File: config.mk
export PLATFORM = sky130hd
export DESIGN_NAME = sfch_host
export DESIGN_NICKNAME = d
export VERILOG_FILES = /design/src/sfch_pkg.sv /design/src/sfch_host.sv /design/src/sfch_sync.sv /design/src/sfch_clkdiv.sv
export SDC_FILE = /design/constraint.sdc
export NUM_CORES = 1
export LEC_CHECK = 0
export BUFFER_PORTS_ARGS = -buffer_cell sky130_fd_sc_hd__buf_2
export CAP_MARGIN = 30
export CORE_AREA = 2 2 105 107
export CTS_BUF_LIST = sky130_fd_sc_hd__clkbuf_4 sky130_fd_sc_hd__clkbuf_8
export CTS_CLUSTER_SIZE = 12
export DETAILED_ROUTE_END_ITERATION = 12
export DIE_AREA = 0 0 107 109
export PLACE_DENSITY_LB_ADDON = 0.05
export SYNTH_ARGS = -nofsm -noshare
export SYNTH_HDL_FRONTEND = slang
export SYNTH_SLANG_ARGS = --single-unit
File: constraint.sdc
create_clock -name CLOCK -period 6.68 [get_ports CLOCK]
set_input_delay 0.334 -clock CLOCK [delete_from_list [all_inputs] [get_ports CLOCK]]
set_output_delay 0.334 -clock CLOCK [all_outputs]
set_load 0.01 [all_outputs]
File: src/sfch_pkg.sv
package sfch_pkg;
    // Software register byte offsets.
    localparam logic [7:0] REG_CTRL = 8'h00;
    localparam logic [7:0] REG_CMD = 8'h04;
    localparam logic [7:0] REG_ADDR = 8'h08;
    localparam logic [7:0] REG_WDATA = 8'h0C;
    localparam logic [7:0] REG_RDATA = 8'h10;
    localparam logic [7:0] REG_STAT = 8'h14;
    localparam logic [7:0] REG_DIV = 8'h18;
    // Control register fields.
    localparam int CTRL_GO = 0;
    localparam int CTRL_PAUSE = 1;
    localparam int CTRL_LAST = 2;
    localparam int CTRL_KEEP = 3;
    // Status register fields.
    localparam int STAT_BUSY = 0;
    localparam int STAT_DONE = 1;
    localparam int STAT_PAUSED = 2;
    localparam int STAT_SEL = 3;
    localparam logic [7:0] DIV_RESET = 8'h04;
    // Flash status byte layout.
    localparam int FL_BUSY_FLAG = 0;
    localparam int FL_WRITE_LATCH_BIT = 1;
    // Opcodes.
    localparam logic [7:0] SET_WRITE_LATCH_CMD = 8'h06;
    localparam logic [7:0] CLEAR_WRITE_LATCH_CMD = 8'h04;
    localparam logic [7:0] WRITE_STATUS_CMD = 8'h01;
    localparam logic [7:0] READ_IDENT_CMD = 8'h9F;
    localparam logic [7:0] READ_STATUS_CMD = 8'h05;
    localparam logic [7:0] READ_CMD = 8'h03;
    localparam logic [7:0] FAST_READ_CMD = 8'h0B;
    localparam logic [7:0] READ_PARAM_TABLE_CMD = 8'h5A;
    localparam logic [7:0] READ_SIG_CMD = 8'hAB;
    localparam logic [7:0] READ_MAKER_DEV_CMD = 8'h90;
    localparam logic [7:0] TWO_LINE_READ_CMD = 8'h3B;
    localparam logic [7:0] SMALL_REGION_WIPE_CMD = 8'h20;
    localparam logic [7:0] MID_REGION_WIPE_CMD = 8'h52;
    localparam logic [7:0] MID_REGION_WIPE_ALT_CMD = 8'hD8;
    localparam logic [7:0] WHOLE_WIPE_CMD = 8'h60;
    localparam logic [7:0] WHOLE_WIPE_ALT_CMD = 8'hC7;
    localparam logic [7:0] PAGE_WRITE_CMD = 8'h02;
    localparam logic [7:0] DEEP_SLEEP_CMD = 8'hB9;
    localparam logic [7:0] WAKE_CMD = 8'hAB;
    localparam logic [2:0] ADDR_BYTES = 3'h3;
    localparam logic [2:0] MAKER_DEV_FILL = 3'h2;

    // Shape of a command: how many address and dummy bytes follow the opcode.
    typedef struct packed {
        logic known;
        logic [2:0] addr_bytes;
        logic dummy;
        logic dual;
    } sfch_shape_type;

    typedef struct packed {
        logic sclk;
        logic cs_n;
        logic hold_n;
        logic mosi_o;
        logic mosi_oe;
    } sfch_pins_type;
endpackage : sfch_pkg

File: src/sfch_host.sv
`timescale 1ns/1ns
// Host controller for the serial flash: software writes opcode, address and data over APB,
// the controller shapes the frame and drives the pins in mode 0.
module sfch_host (
    // Clock and reset.
    input wire logic CLOCK,
    input wire logic RST_N,
    // APB slave.
    input wire logic PSEL,
    input wire logic PENABLE,
    input wire logic PWRITE,
    input wire logic [7:0] PADDR,
    input wire logic [31:0] PWDATA,
    output logic [31:0] PRDATA,
    output logic PREADY,
    output logic PSLVERR,
    // Flash pins.
    output logic SCLK,
    output logic CS_N,
    output logic HOLD_N,
    output logic SIO0_O,
    output logic SIO0_OE,
    input wire logic SIO0_I,
    input wire logic SIO1_I
);
    typedef enum logic [2:0] {
        S_IDLE = 3'b000,
        S_SEL = 3'b001,
        S_SHIFT = 3'b011,
        S_BYTE = 3'b010,
        S_END = 3'b110,
        S_PAUSE = 3'b111
    } sfch_state_type;

    sfch_state_type state_ff;
    logic [7:0] cmd_ff;
    logic [23:0] addr_ff;
    logic [7:0] wdata_ff;
    logic [7:0] rdata_ff;
    logic [7:0] div_ff;
    logic go_ff;
    logic pause_ff;
    logic last_ff;
    logic keep_ff;
    logic byte_rdy_ff;
    logic [2:0] phase_ff;
    logic [2:0] left_ff;
    logic [7:0] sh_ff;
    logic [7:0] in_ff;
    logic [2:0] bit_ff;
    logic sclk_ff;
    logic cs_n_ff;
    logic hold_n_ff;
    logic mosi_ff;
    logic mosi_oe_ff;
    logic rise_en;
    logic fall_en;
    logic run;
    logic [1:0] din;
    logic wr_acc;
    logic rd_acc;
    sfch_pkg::sfch_shape_type shape;

    assign wr_acc = PSEL && PENABLE && PWRITE;
    assign rd_acc = PSEL && PENABLE && !PWRITE;
    assign PREADY = 1'b1;
    assign PSLVERR = 1'b0;
    assign run = (state_ff == S_SHIFT);

    ////////////////////////////////////////////////////////////////////////////////////////////////
    // Opcode table: decides what follows the opcode byte.
    always_comb begin
        shape = '0;
        unique case (cmd_ff)
            sfch_pkg::SET_WRITE_LATCH_CMD, sfch_pkg::CLEAR_WRITE_LATCH_CMD,
            sfch_pkg::WRITE_STATUS_CMD, sfch_pkg::READ_STATUS_CMD, sfch_pkg::READ_IDENT_CMD,
            sfch_pkg::WHOLE_WIPE_CMD, sfch_pkg::WHOLE_WIPE_ALT_CMD, sfch_pkg::DEEP_SLEEP_CMD: begin
                shape.known = 1'b1;
            end
            sfch_pkg::READ_CMD, sfch_pkg::SMALL_REGION_WIPE_CMD, sfch_pkg::MID_REGION_WIPE_CMD,
            sfch_pkg::MID_REGION_WIPE_ALT_CMD, sfch_pkg::PAGE_WRITE_CMD: begin
                shape.known = 1'b1;
                shape.addr_bytes = sfch_pkg::ADDR_BYTES;
            end
            sfch_pkg::FAST_READ_CMD, sfch_pkg::READ_PARAM_TABLE_CMD: begin
                shape.known = 1'b1;
                shape.addr_bytes = sfch_pkg::ADDR_BYTES;
                shape.dummy = 1'b1;
            end
            sfch_pkg::TWO_LINE_READ_CMD: begin
                shape.known = 1'b1;
                shape.addr_bytes = sfch_pkg::ADDR_BYTES;
                shape.dummy = 1'b1;
                shape.dual = 1'b1;
            end
            sfch_pkg::READ_SIG_CMD: begin
                shape.known = 1'b1;
                shape.addr_bytes = sfch_pkg::ADDR_BYTES;
            end
            sfch_pkg::READ_MAKER_DEV_CMD: begin
                shape.known = 1'b1;
                shape.addr_bytes = sfch_pkg::ADDR_BYTES;
            end
            default: shape = '0;
        endcase
    end

    sfch_sync #(.W(2)) u_sync (
        .clk(CLOCK),
        .rst_n(RST_N),
        .d({SIO1_I, SIO0_I}),
        .q(din)
    );

    sfch_clkdiv u_div (
        .clk(CLOCK),
        .rst_n(RST_N),
        .run(run),
        .half(div_ff),
        .rise_en(rise_en),
        .fall_en(fall_en)
    );

    ////////////////////////////////////////////////////////////////////////////////////////////////
    // Software registers.
    always_ff @(posedge CLOCK or negedge RST_N) begin
        if (!RST_N) begin
            cmd_ff <= 8'h00;
            addr_ff <= 24'h000000;
            wdata_ff <= 8'h00;
            div_ff <= sfch_pkg::DIV_RESET;
            pause_ff <= 1'b0;
            last_ff <= 1'b0;
            keep_ff <= 1'b0;
        end else if (wr_acc) begin
            unique case (PADDR)
                sfch_pkg::REG_CTRL: begin
                    pause_ff <= PWDATA[sfch_pkg::CTRL_PAUSE];
                    last_ff <= PWDATA[sfch_pkg::CTRL_LAST];
                    keep_ff <= PWDATA[sfch_pkg::CTRL_KEEP];
                end
                sfch_pkg::REG_CMD: cmd_ff <= PWDATA[7:0];
                sfch_pkg::REG_ADDR: addr_ff <= PWDATA[23:0];
                sfch_pkg::REG_WDATA: wdata_ff <= PWDATA[7:0];
                sfch_pkg::REG_DIV: div_ff <= (PWDATA[7:0] == 8'h00) ? 8'h01 : PWDATA[7:0];
                default: ;
            endcase
        end
    end

    always_comb begin
        PRDATA = 32'h00000000;
        if (rd_acc) begin
            unique case (PADDR)
                sfch_pkg::REG_CTRL: PRDATA = {28'h0000000, keep_ff, last_ff, pause_ff, go_ff};
                sfch_pkg::REG_CMD: PRDATA = {24'h000000, cmd_ff};
                sfch_pkg::REG_ADDR: PRDATA = {8'h00, addr_ff};
                sfch_pkg::REG_WDATA: PRDATA = {24'h000000, wdata_ff};
                sfch_pkg::REG_RDATA: PRDATA = {24'h000000, rdata_ff};
                sfch_pkg::REG_STAT: PRDATA = {28'h0000000, !cs_n_ff, state_ff == S_PAUSE,
                                              byte_rdy_ff, state_ff != S_IDLE};
                sfch_pkg::REG_DIV: PRDATA = {24'h000000, div_ff};
                default: PRDATA = 32'h00000000;
            endcase
        end
    end

    ////////////////////////////////////////////////////////////////////////////////////////////////
    // Frame engine. A go with select already low continues the frame by one data byte,
    // so streamed reads and page data go one byte per go. Unknown opcodes are refused here
    // rather than risked on the wire.
    logic go_req;
    assign go_req = wr_acc && (PADDR == sfch_pkg::REG_CTRL) && PWDATA[sfch_pkg::CTRL_GO];

    always_ff @(posedge CLOCK or negedge RST_N) begin
        if (!RST_N) begin
            state_ff <= S_IDLE;
            go_ff <= 1'b0;
            byte_rdy_ff <= 1'b0;
            phase_ff <= 3'h0;
            left_ff <= 3'h0;
            sh_ff <= 8'h00;
            in_ff <= 8'h00;
            rdata_ff <= 8'h00;
            bit_ff <= 3'h0;
            sclk_ff <= 1'b0;
            cs_n_ff <= 1'b1;
            hold_n_ff <= 1'b1;
            mosi_ff <= 1'b0;
            mosi_oe_ff <= 1'b0;
        end else begin
            if (rd_acc && PADDR == sfch_pkg::REG_RDATA)
                byte_rdy_ff <= 1'b0;
            unique case (state_ff)
                S_IDLE: begin
                    hold_n_ff <= 1'b1;
                    if (go_req && cs_n_ff && shape.known) begin
                        go_ff <= 1'b1;
                        cs_n_ff <= 1'b0;
                        sh_ff <= cmd_ff;
                        left_ff <= shape.addr_bytes;
                        phase_ff <= 3'h0;
                        state_ff <= S_SEL;
                    end else if (go_req && !cs_n_ff) begin
                        go_ff <= 1'b1;
                        sh_ff <= wdata_ff;
                        phase_ff <= 3'h4;
                        state_ff <= S_SEL;
                    end
                end
                S_SEL: begin
                    // Both lines carry read data in a two-line data byte, so the host lets go of its line.
                    mosi_oe_ff <= !(shape.dual && phase_ff == 3'h4);
                    mosi_ff <= sh_ff[7];
                    bit_ff <= 3'h7;
                    state_ff <= S_SHIFT;
                end
                S_SHIFT: begin
                    if (rise_en) begin
                        sclk_ff <= 1'b1;
                        in_ff <= shape.dual && phase_ff == 3'h4 ? {in_ff[5:0], din[1], din[0]}
                                                               : {in_ff[6:0], din[1]};
                    end
                    if (fall_en) begin
                        sclk_ff <= 1'b0;
                        if (bit_ff == 3'h0 || (shape.dual && phase_ff == 3'h4 && bit_ff == 3'h4)) begin
                            state_ff <= S_BYTE;
                        end else begin
                            bit_ff <= bit_ff - 3'h1;
                            sh_ff <= {sh_ff[6:0], 1'b0};
                            mosi_ff <= sh_ff[6];
                        end
                    end
                end
                S_BYTE: begin
                    if (phase_ff == 3'h0 && left_ff != 3'h0) begin
                        phase_ff <= 3'h1;
                        left_ff <= left_ff - 3'h1;
                        sh_ff <= addr_ff[23:16];
                        state_ff <= S_SEL;
                    end else if (phase_ff == 3'h1 && left_ff != 3'h0) begin
                        left_ff <= left_ff - 3'h1;
                        sh_ff <= left_ff == 3'h2 ? addr_ff[15:8] : addr_ff[7:0];
                        state_ff <= S_SEL;
                    end else if (phase_ff != 3'h4 && phase_ff != 3'h2 && shape.dummy) begin
                        phase_ff <= 3'h2;
                        sh_ff <= 8'h00;
                        state_ff <= S_SEL;
                    end else begin
                        if (phase_ff == 3'h4) begin
                            rdata_ff <= in_ff;
                            byte_rdy_ff <= 1'b1;
                        end
                        mosi_oe_ff <= !shape.dual;
                        state_ff <= S_END;
                    end
                end
                S_END: begin
                    go_ff <= 1'b0;
                    if (last_ff || !keep_ff) begin
                        cs_n_ff <= 1'b1;
                        mosi_oe_ff <= 1'b0;
                    end
                    state_ff <= S_IDLE;
                end
                S_PAUSE: begin
                    hold_n_ff <= 1'b0;
                    if (!pause_ff) begin
                        hold_n_ff <= 1'b1;
                        state_ff <= S_SHIFT;
                    end
                end
                default: state_ff <= S_IDLE;
            endcase
            // A pause lets a rising edge due in the same cycle pass first, so the clock stays low while paused.
            if (pause_ff && state_ff == S_SHIFT && !sclk_ff && !rise_en && !cs_n_ff)
                state_ff <= S_PAUSE;
        end
    end

    assign SCLK = sclk_ff;
    assign CS_N = cs_n_ff;
    assign HOLD_N = hold_n_ff;
    assign SIO0_O = mosi_ff;
    assign SIO0_OE = mosi_oe_ff;
endmodule : sfch_host

File: src/sfch_sync.sv
`timescale 1ns/1ns
// Two-stage synchroniser; only the second stage is visible.
module sfch_sync #(
    parameter int W = 2
) (
    input wire logic clk,
    input wire logic rst_n,
    input wire logic [W-1:0] d,
    output logic [W-1:0] q
);
    logic [W-1:0] meta_ff;

    always_ff @(posedge clk or negedge rst_n) begin
        if (!rst_n) begin
            meta_ff <= '0;
            q <= '0;
        end else begin
            meta_ff <= d;
            q <= meta_ff;
        end
    end
endmodule : sfch_sync

File: src/sfch_clkdiv.sv
`timescale 1ns/1ns
// Divider giving one-cycle enables at the two half-period points of the serial clock.
module sfch_clkdiv (
    input wire logic clk,
    input wire logic rst_n,
    input wire logic run,
    input wire logic [7:0] half,
    output logic rise_en,
    output logic fall_en
);
    logic [7:0] cnt_ff;
    logic phase_ff;
    logic tick;

    assign tick = run && (cnt_ff >= half - 8'h01);
    assign rise_en = tick && !phase_ff;
    assign fall_en = tick && phase_ff;

    always_ff @(posedge clk or negedge rst_n) begin
        if (!rst_n) begin
            cnt_ff <= 8'h00;
            phase_ff <= 1'b0;
        end else if (!run) begin
            cnt_ff <= 8'h00;
            phase_ff <= 1'b0;
        end else if (tick) begin
            cnt_ff <= 8'h00;
            phase_ff <= !phase_ff;
        end else begin
            cnt_ff <= cnt_ff + 8'h01;
        end
    end
endmodule : sfch_clkdiv

==> results of run 1 <==
## flip-flops by register name, summed over array words and instances (netlist names), 3 cells and up
name	cells
phase_ff	3
u_div.cnt_ff	8
state_ff	3
left_ff	3
in_ff	8
bit_ff	3
div_ff	8
rdata_ff	8
addr_ff	24
cmd_ff	8
wdata_ff	8
sh_ff	8
## through the flow
stage               worst slack, ns  util (%)  power (mW)  hold slack, ns  instances
global route                   3.56      63.6        1.19          0.0409        795
detailed placement             3.82      61.6       0.745           0.336        778
floorplan                      4.06         -       0.711          0.0384        608
finish                         3.82      63.6        1.15          0.0515        795
global placement               3.35      61.2       0.743           0.337        776
CTS                            3.80      63.6        1.16          0.0282        795
## cell usage after synthesis (11+ instances only)
master / instances / area share [%]
o21ai_0: 17 / 1.4
a22oi_1: 11 / 1.3
ha_1: 15 / 3.1
nor3_1: 11 / 0.90
dfrtp_1: 104 / 42
mux2i_1: 22 / 3.6
nand2_1: 54 / 3.3
buf_4: 11 / 1.3
mux2_2: 71 / 13
inv_1: 17 / 1.0
a21oi_1: 30 / 2.4
nand3_1: 19 / 1.5
and2_1: 18 / 1.8
clkbuf_1: 16 / 0.98
nor2_1: 41 / 2.5
## layout make-up
class | count | area, µm²
Clock inverter | 7 | 83.8
Multi-Input combinational cell | 444 | 3230
Timing Repair Buffer | 71 | 390
Tap cell | 140 | 175
Inverter | 17 | 63.8
Sequential cell | 107 | 2680
Fill cell | 910 | 3860
Clock buffer | 9 | 124
## critical path: cells and delay by family, from the launching register on
| kind | cells | cell delay (ns) |
|---|---|---|
| simple gates | 4 | 0.79 |
| compound gates | 2 | 0.70 |
| mux | 1 | 0.33 |
| fa+ha+maj | 1 | 0.30 |
| xor+xnor | 1 | 0.17 |
| flops | 1 | 0.46 |
## metal layers
metal / routed length [µm] / track usage, % / share of wire (%) / up-vias
li1: - / - / - / 2246
met1: 6620 / 37.4 / 45 / 2300
met2: 6930 / 43.0 / 47 / 175
met3: 814 / 2.69 / 5.6 / 19
met4: 282 / 9.74 / 1.9 / 0
met5: 0 / 0 / 0 / -
## repair_timing
item,4_1_cts,5_1_grt
hold buffers,1,0
buffers inserted,0,0
endpoints found under the hold margin,47,0
setup endpoints to repair,0,0
## path summary, 6_finish.rpt
check                                                 start  slack [ns]  depth (start not counted)                     endpoint
worst min-delay path                                 SIO0_I        0.05                          1  u_sync.meta_ff[0]$_DFF_PN0_
worst max register to register        div_ff[4]$_DFFE_PN0P_        3.82                          9         sh_ff[3]$_DFFE_PN0P_
max in group asynchronous                             RST_N        4.99                          3         in_ff[7]$_DFFE_PN0P_
worst max-delay path                  div_ff[4]$_DFFE_PN0P_        3.82                          9         sh_ff[3]$_DFFE_PN0P_
worst min register to register  u_sync.meta_ff[0]$_DFF_PN0_        0.36                          0        u_sync.q[0]$_DFF_PN0_
min in group asynchronous                             RST_N        0.50                          2       left_ff[1]$_DFFE_PN0P_
## cell families (layout without fill, tap and decap cells)
kind of cell,Yosys count,after routing,share of synthesized area (%)
AND/OR/NAND/NOR,195,195,16.6
other,2,10,0.122
AO/OA/AOI/OAI,109,109,11.6
buffers and inverters,57,104,4.36
multiplexers,97,97,18.1
XOR/XNOR,18,18,2.56
adder cells (fa/ha/maj),15,15,3.05
flip-flops,107,107,43.6
## power by group through the flow
stage	logic [mW]	clock network, mW	registers [mW]
final	0.0713	0.414	0.662
after global routing	0.0799	0.448	0.663
after CTS	0.0716	0.427	0.662
after detailed placement	0.0709	0	0.674
after global placement	0.0689	0	0.674
after floorplan	0.0410	0	0.670
==> run metrics, run 1 <==
RSZ-0062 raised after global routing=false; critical-path cell list=nor4_1, nand2_1, xor2_1, ha_1, nand3_1, a221o_1, a21oi_1, nand3b_4, mux2_2; Arr. time, crit path=3.13 ns; Placed Area=6530 µm²; grt ovf=0; TritonCTS Buffers=9; Core Box Area=10,600 µm²; most common cell after layout, fill and taps aside=dfrtp_1; most frequent cells in the layout=dfrtp_1 (104), mux2_2 (71), buf_2 (66), nand2_1 (54), nor2_1 (41); Die X-Extent=107 µm; Pwr Density=170 nW/µm²; switch share=25.1%; Final Skew=0.00699 ns; Primary FF master, synth=dfrtp_1; TritonRoute pass-1 iters=6; largest stage delay on the critical path=0.46 ns; share of cells above drive strength 1=26.4%; fin area=6750 µm²; CTS tree=done; Worst EP required=6.95 ns; switching power=0.287 mW; Final setup viols=0; number of synthesis warnings=0; combinational power share=6.2%; Routed Antenna Nets=0; Least-Margin Pin Slew=0.758 ns; CTS Root Cell=clkbuf_8; IO Pins=86; Gates resized, CTS repair=0; largest net degree at the start of global routing=61; DP Wirelength=11,000 µm; asr flop ratio synth=100%; clk sinks=107; Starting DRT DRC Count=413; routed len/inst=18.4 µm; Via density=5.96; highest-delay cell along the critical path=dfrtp_1; Die Area=11,700 µm²; Maximum Capacitance Violations=0; Post-synth EDFFs=0; synthesized flop and latch total=107; die height=109 µm; initial antenna violation count=0; Tightest Hold Check Type=in2reg; Port Buffers=67; netlist area before placement=6150 µm²; Sequential Power Share=57.7%; maximum net fanout on the critical path=8; fin crit period=2.86 ns; Total GRT Usage=26.6%; Final Routed Wirelength=14,600 µm; Avg Inst Size Synth=10.2 µm²; Initial Util=58.0%; GPL Wtd Cong=0.957; final worst path period share=42.7%; # diodes=0; Slew Limit Fails=0; vias=4,740; Worst-Skew Late Latency=0.38 ns; Setup crit end kind=register; Slew headroom=49.5%; Peak VDD IR=0.121 mV; clk slew on worst S/H paths=0.10 ns; Layout Nets=712; final setup TNS=0 ns; critical path class=reg2reg; internal power=0.859 mW; DRC=0; synth unique cells=58; standard-cell row count=38; first-pass GRT wire length=23,900 µm; sequential share of the synthesized area=43.6%; highest clock rate=350 MHz; status=complete, no violations; vias in the first global route=4,609; Leak Pwr=3.38 nW; cell count after synthesis=600; H-tree levels=3; Setup crit start kind=register; clock share of power=36.1%; CTS max path bufs=2; Syn-to-layout area delta=9.75%; final hold violations=0
(Power assumes the default switching activity.)
==> run 2: changes to the inputs <==
==> constraint.sdc (replaced) <==
create_clock -name CLOCK -period 2.67 [get_ports CLOCK]
set_input_delay 0.1335 -clock CLOCK [delete_from_list [all_inputs] [get_ports CLOCK]]
set_output_delay 0.1335 -clock CLOCK [all_outputs]
set_load 0.01 [all_outputs]
==> run metrics, run 2 (synthesis results as in run 1) <==
Via density=5.97; switching power=0.729 mW; Core Box Area=10,600 µm²; GPL Wtd Cong=0.902; Pwr Density=390 nW/µm²; die height=109 µm; TritonCTS Buffers=9; Sequential Power Share=58.5%; most frequent cells in the layout=dfrtp_1 (102), mux2_2 (70), buf_2 (66), nand2_1 (54), nor2_1 (37); max reg flops=24; switch share=25.8%; Routed Antenna Nets=0; Fillers=843; CTS max path bufs=2; Layout Nets=762; # diodes=0; most common cell after layout, fill and taps aside=dfrtp_1; maximum net fanout on the critical path=8; share of cells above drive strength 1=31.3%; Tightest Hold Check Type=in2reg; initial antenna violation count=0; multi-input logic area=3330 µm²; DP Wirelength=11,500 µm; largest net degree at the start of global routing=55; Syn-to-layout area delta=17.7%; clk sinks=107; grt ovf=0; final worst path period share=98.5%; routed len/inst=18.7 µm; status=complete, no violations; Most flops, register=addr_ff; Die Area=11,700 µm²; clock share of power=33.5%; standard-cell row count=38; Leak Pwr=3.64 nW; Die X-Extent=107 µm; internal power=2.09 mW; critical path class=reg2reg; Initial Util=58.0%; Worst-Skew Late Latency=0.40 ns; RSZ-0062 raised after global routing=true; IO Pins=86; clk slew on worst S/H paths=0.11 ns; vias in the first global route=4,898; CTS Root Cell=clkbuf_8; Placed Area=6720 µm²; Slew headroom=53.3%; Setup crit start kind=register; TritonRoute pass-1 iters=5; Total GRT Usage=28.2%; Maximum Capacitance Violations=0; fin area=7240 µm²; Starting DRT DRC Count=237; Peak VDD IR=0.429 mV; Port Buffers=67; DRC=0; final hold violations=0; Final Skew=0.0170 ns; Least-Margin Pin Slew=0.700 ns; combinational power share=8.0%; Worst EP required=2.94 ns; vias=5,048; Setup crit end kind=register; Arr. time, crit path=2.90 ns; fin crit period=2.63 ns; Fin Hold WS=0.0574 ns; first-pass GRT wire length=25,200 µm; Final setup viols=0; H-tree levels=3; Sequential Area=2680 µm²; Slew Limit Fails=0; CTS tree=done; highest clock rate=380 MHz; Final Routed Wirelength=15,800 µm
-- run 2: cell types whose count changed in the layout (fill, tap and decap cells not counted), sizes merged --
cell / previous run / this run
clkbuf: 9 / 10
buf: 70 / 102
inv: 19 / 20
dlygate4sd3: 1 / 19
bufinv: 1 / 0
clkinvlp: 1 / 0
-- run 2: metal layers --
| metal | wire, µm | GRT usage (%) | vias up |
|---|---|---|---|
| met4 | 290 | 8.07 | 0 |
| met1 | 6640 | 37.0 | 2478 |
| li1 | - | - | 2348 |
| met2 | 7770 | 46.9 | 196 |
| met5 | 0 | 0 | - |
| met3 | 1080 | 6.93 | 26 |
-- run 2: area by class of cell --
class                   instances  share of cell area [%]
clock inverters                 6                   0.657
flip-flops and latches        107                    37.1
inverters                      17                   0.882
clock buffers                  10                    1.82
well taps                     140                    2.42
repair buffers                121                    11.2
multi-input cells             444                    45.9
-- run 2: path summary, 6_finish.rpt --
kind                                                  start                         to  slack [ns]  depth (start not counted)
worst min register to register  u_sync.meta_ff[0]$_DFF_PN0_      u_sync.q[0]$_DFF_PN0_        0.36                          0
max in group asynchronous                             RST_N    rdata_ff[1]$_DFFE_PN0P_        1.60                          3
worst min-delay path                              PWDATA[0]     addr_ff[0]$_DFFE_PN0P_        0.06                          2
min in group asynchronous                             RST_N  u_div.cnt_ff[2]$_DFF_PN0_        0.33                          2
worst max register to register        div_ff[3]$_DFFE_PN0P_       sh_ff[1]$_DFFE_PN0P_        0.04                         10
worst max-delay path                  div_ff[3]$_DFFE_PN0P_       sh_ff[1]$_DFFE_PN0P_        0.04                         10
-- run 2: worst max-delay path: stages, from the launching register on --
cell	delay [ns]
dfrtp_1	0.42
nor4_2	0.31
nand2_1	0.11
xor2_1	0.17
ha_1	0.32
a21o_1	0.19
a21o_1	0.23
nor2_4	0.13
a21oi_4	0.09
nand3b_4	0.17
mux2_2	0.36
-- run 2: through the flow --
stage	setup TNS (ns)	utilization (%)	total power, mW	cells	worst slack, ns
floorplan	0	-	1.78	608	0.0500
global placement	0	63.4	1.87	805	0.00772
detailed placement	-2.17	63.4	1.87	805	-0.183
CTS	0	67.3	2.84	842	0.00336
global route	-1.06	68.3	2.93	845	-0.0964
finish	0	68.3	2.82	845	0.0404
-- run 2: power groups by stage --
stage	registers, mW	logic [mW]	clock network (mW)
2_1_floorplan	1.68	0.103	0
3_5_place_dp	1.68	0.191	0
4_1_cts	1.65	0.216	0.977
3_3_place_gp	1.68	0.186	0
5_1_grt	1.65	0.249	1.03
6_report	1.65	0.225	0.946
-- run 2: repair_timing --
item                                    in CTS  in global routing
hold buffers                                19                  0
endpoints found under the setup margin      23                 21
endpoints found under the hold margin       68                  0
pin swaps                                    0                  2
resized for setup                            8                 17
buffers inserted                             2                  4
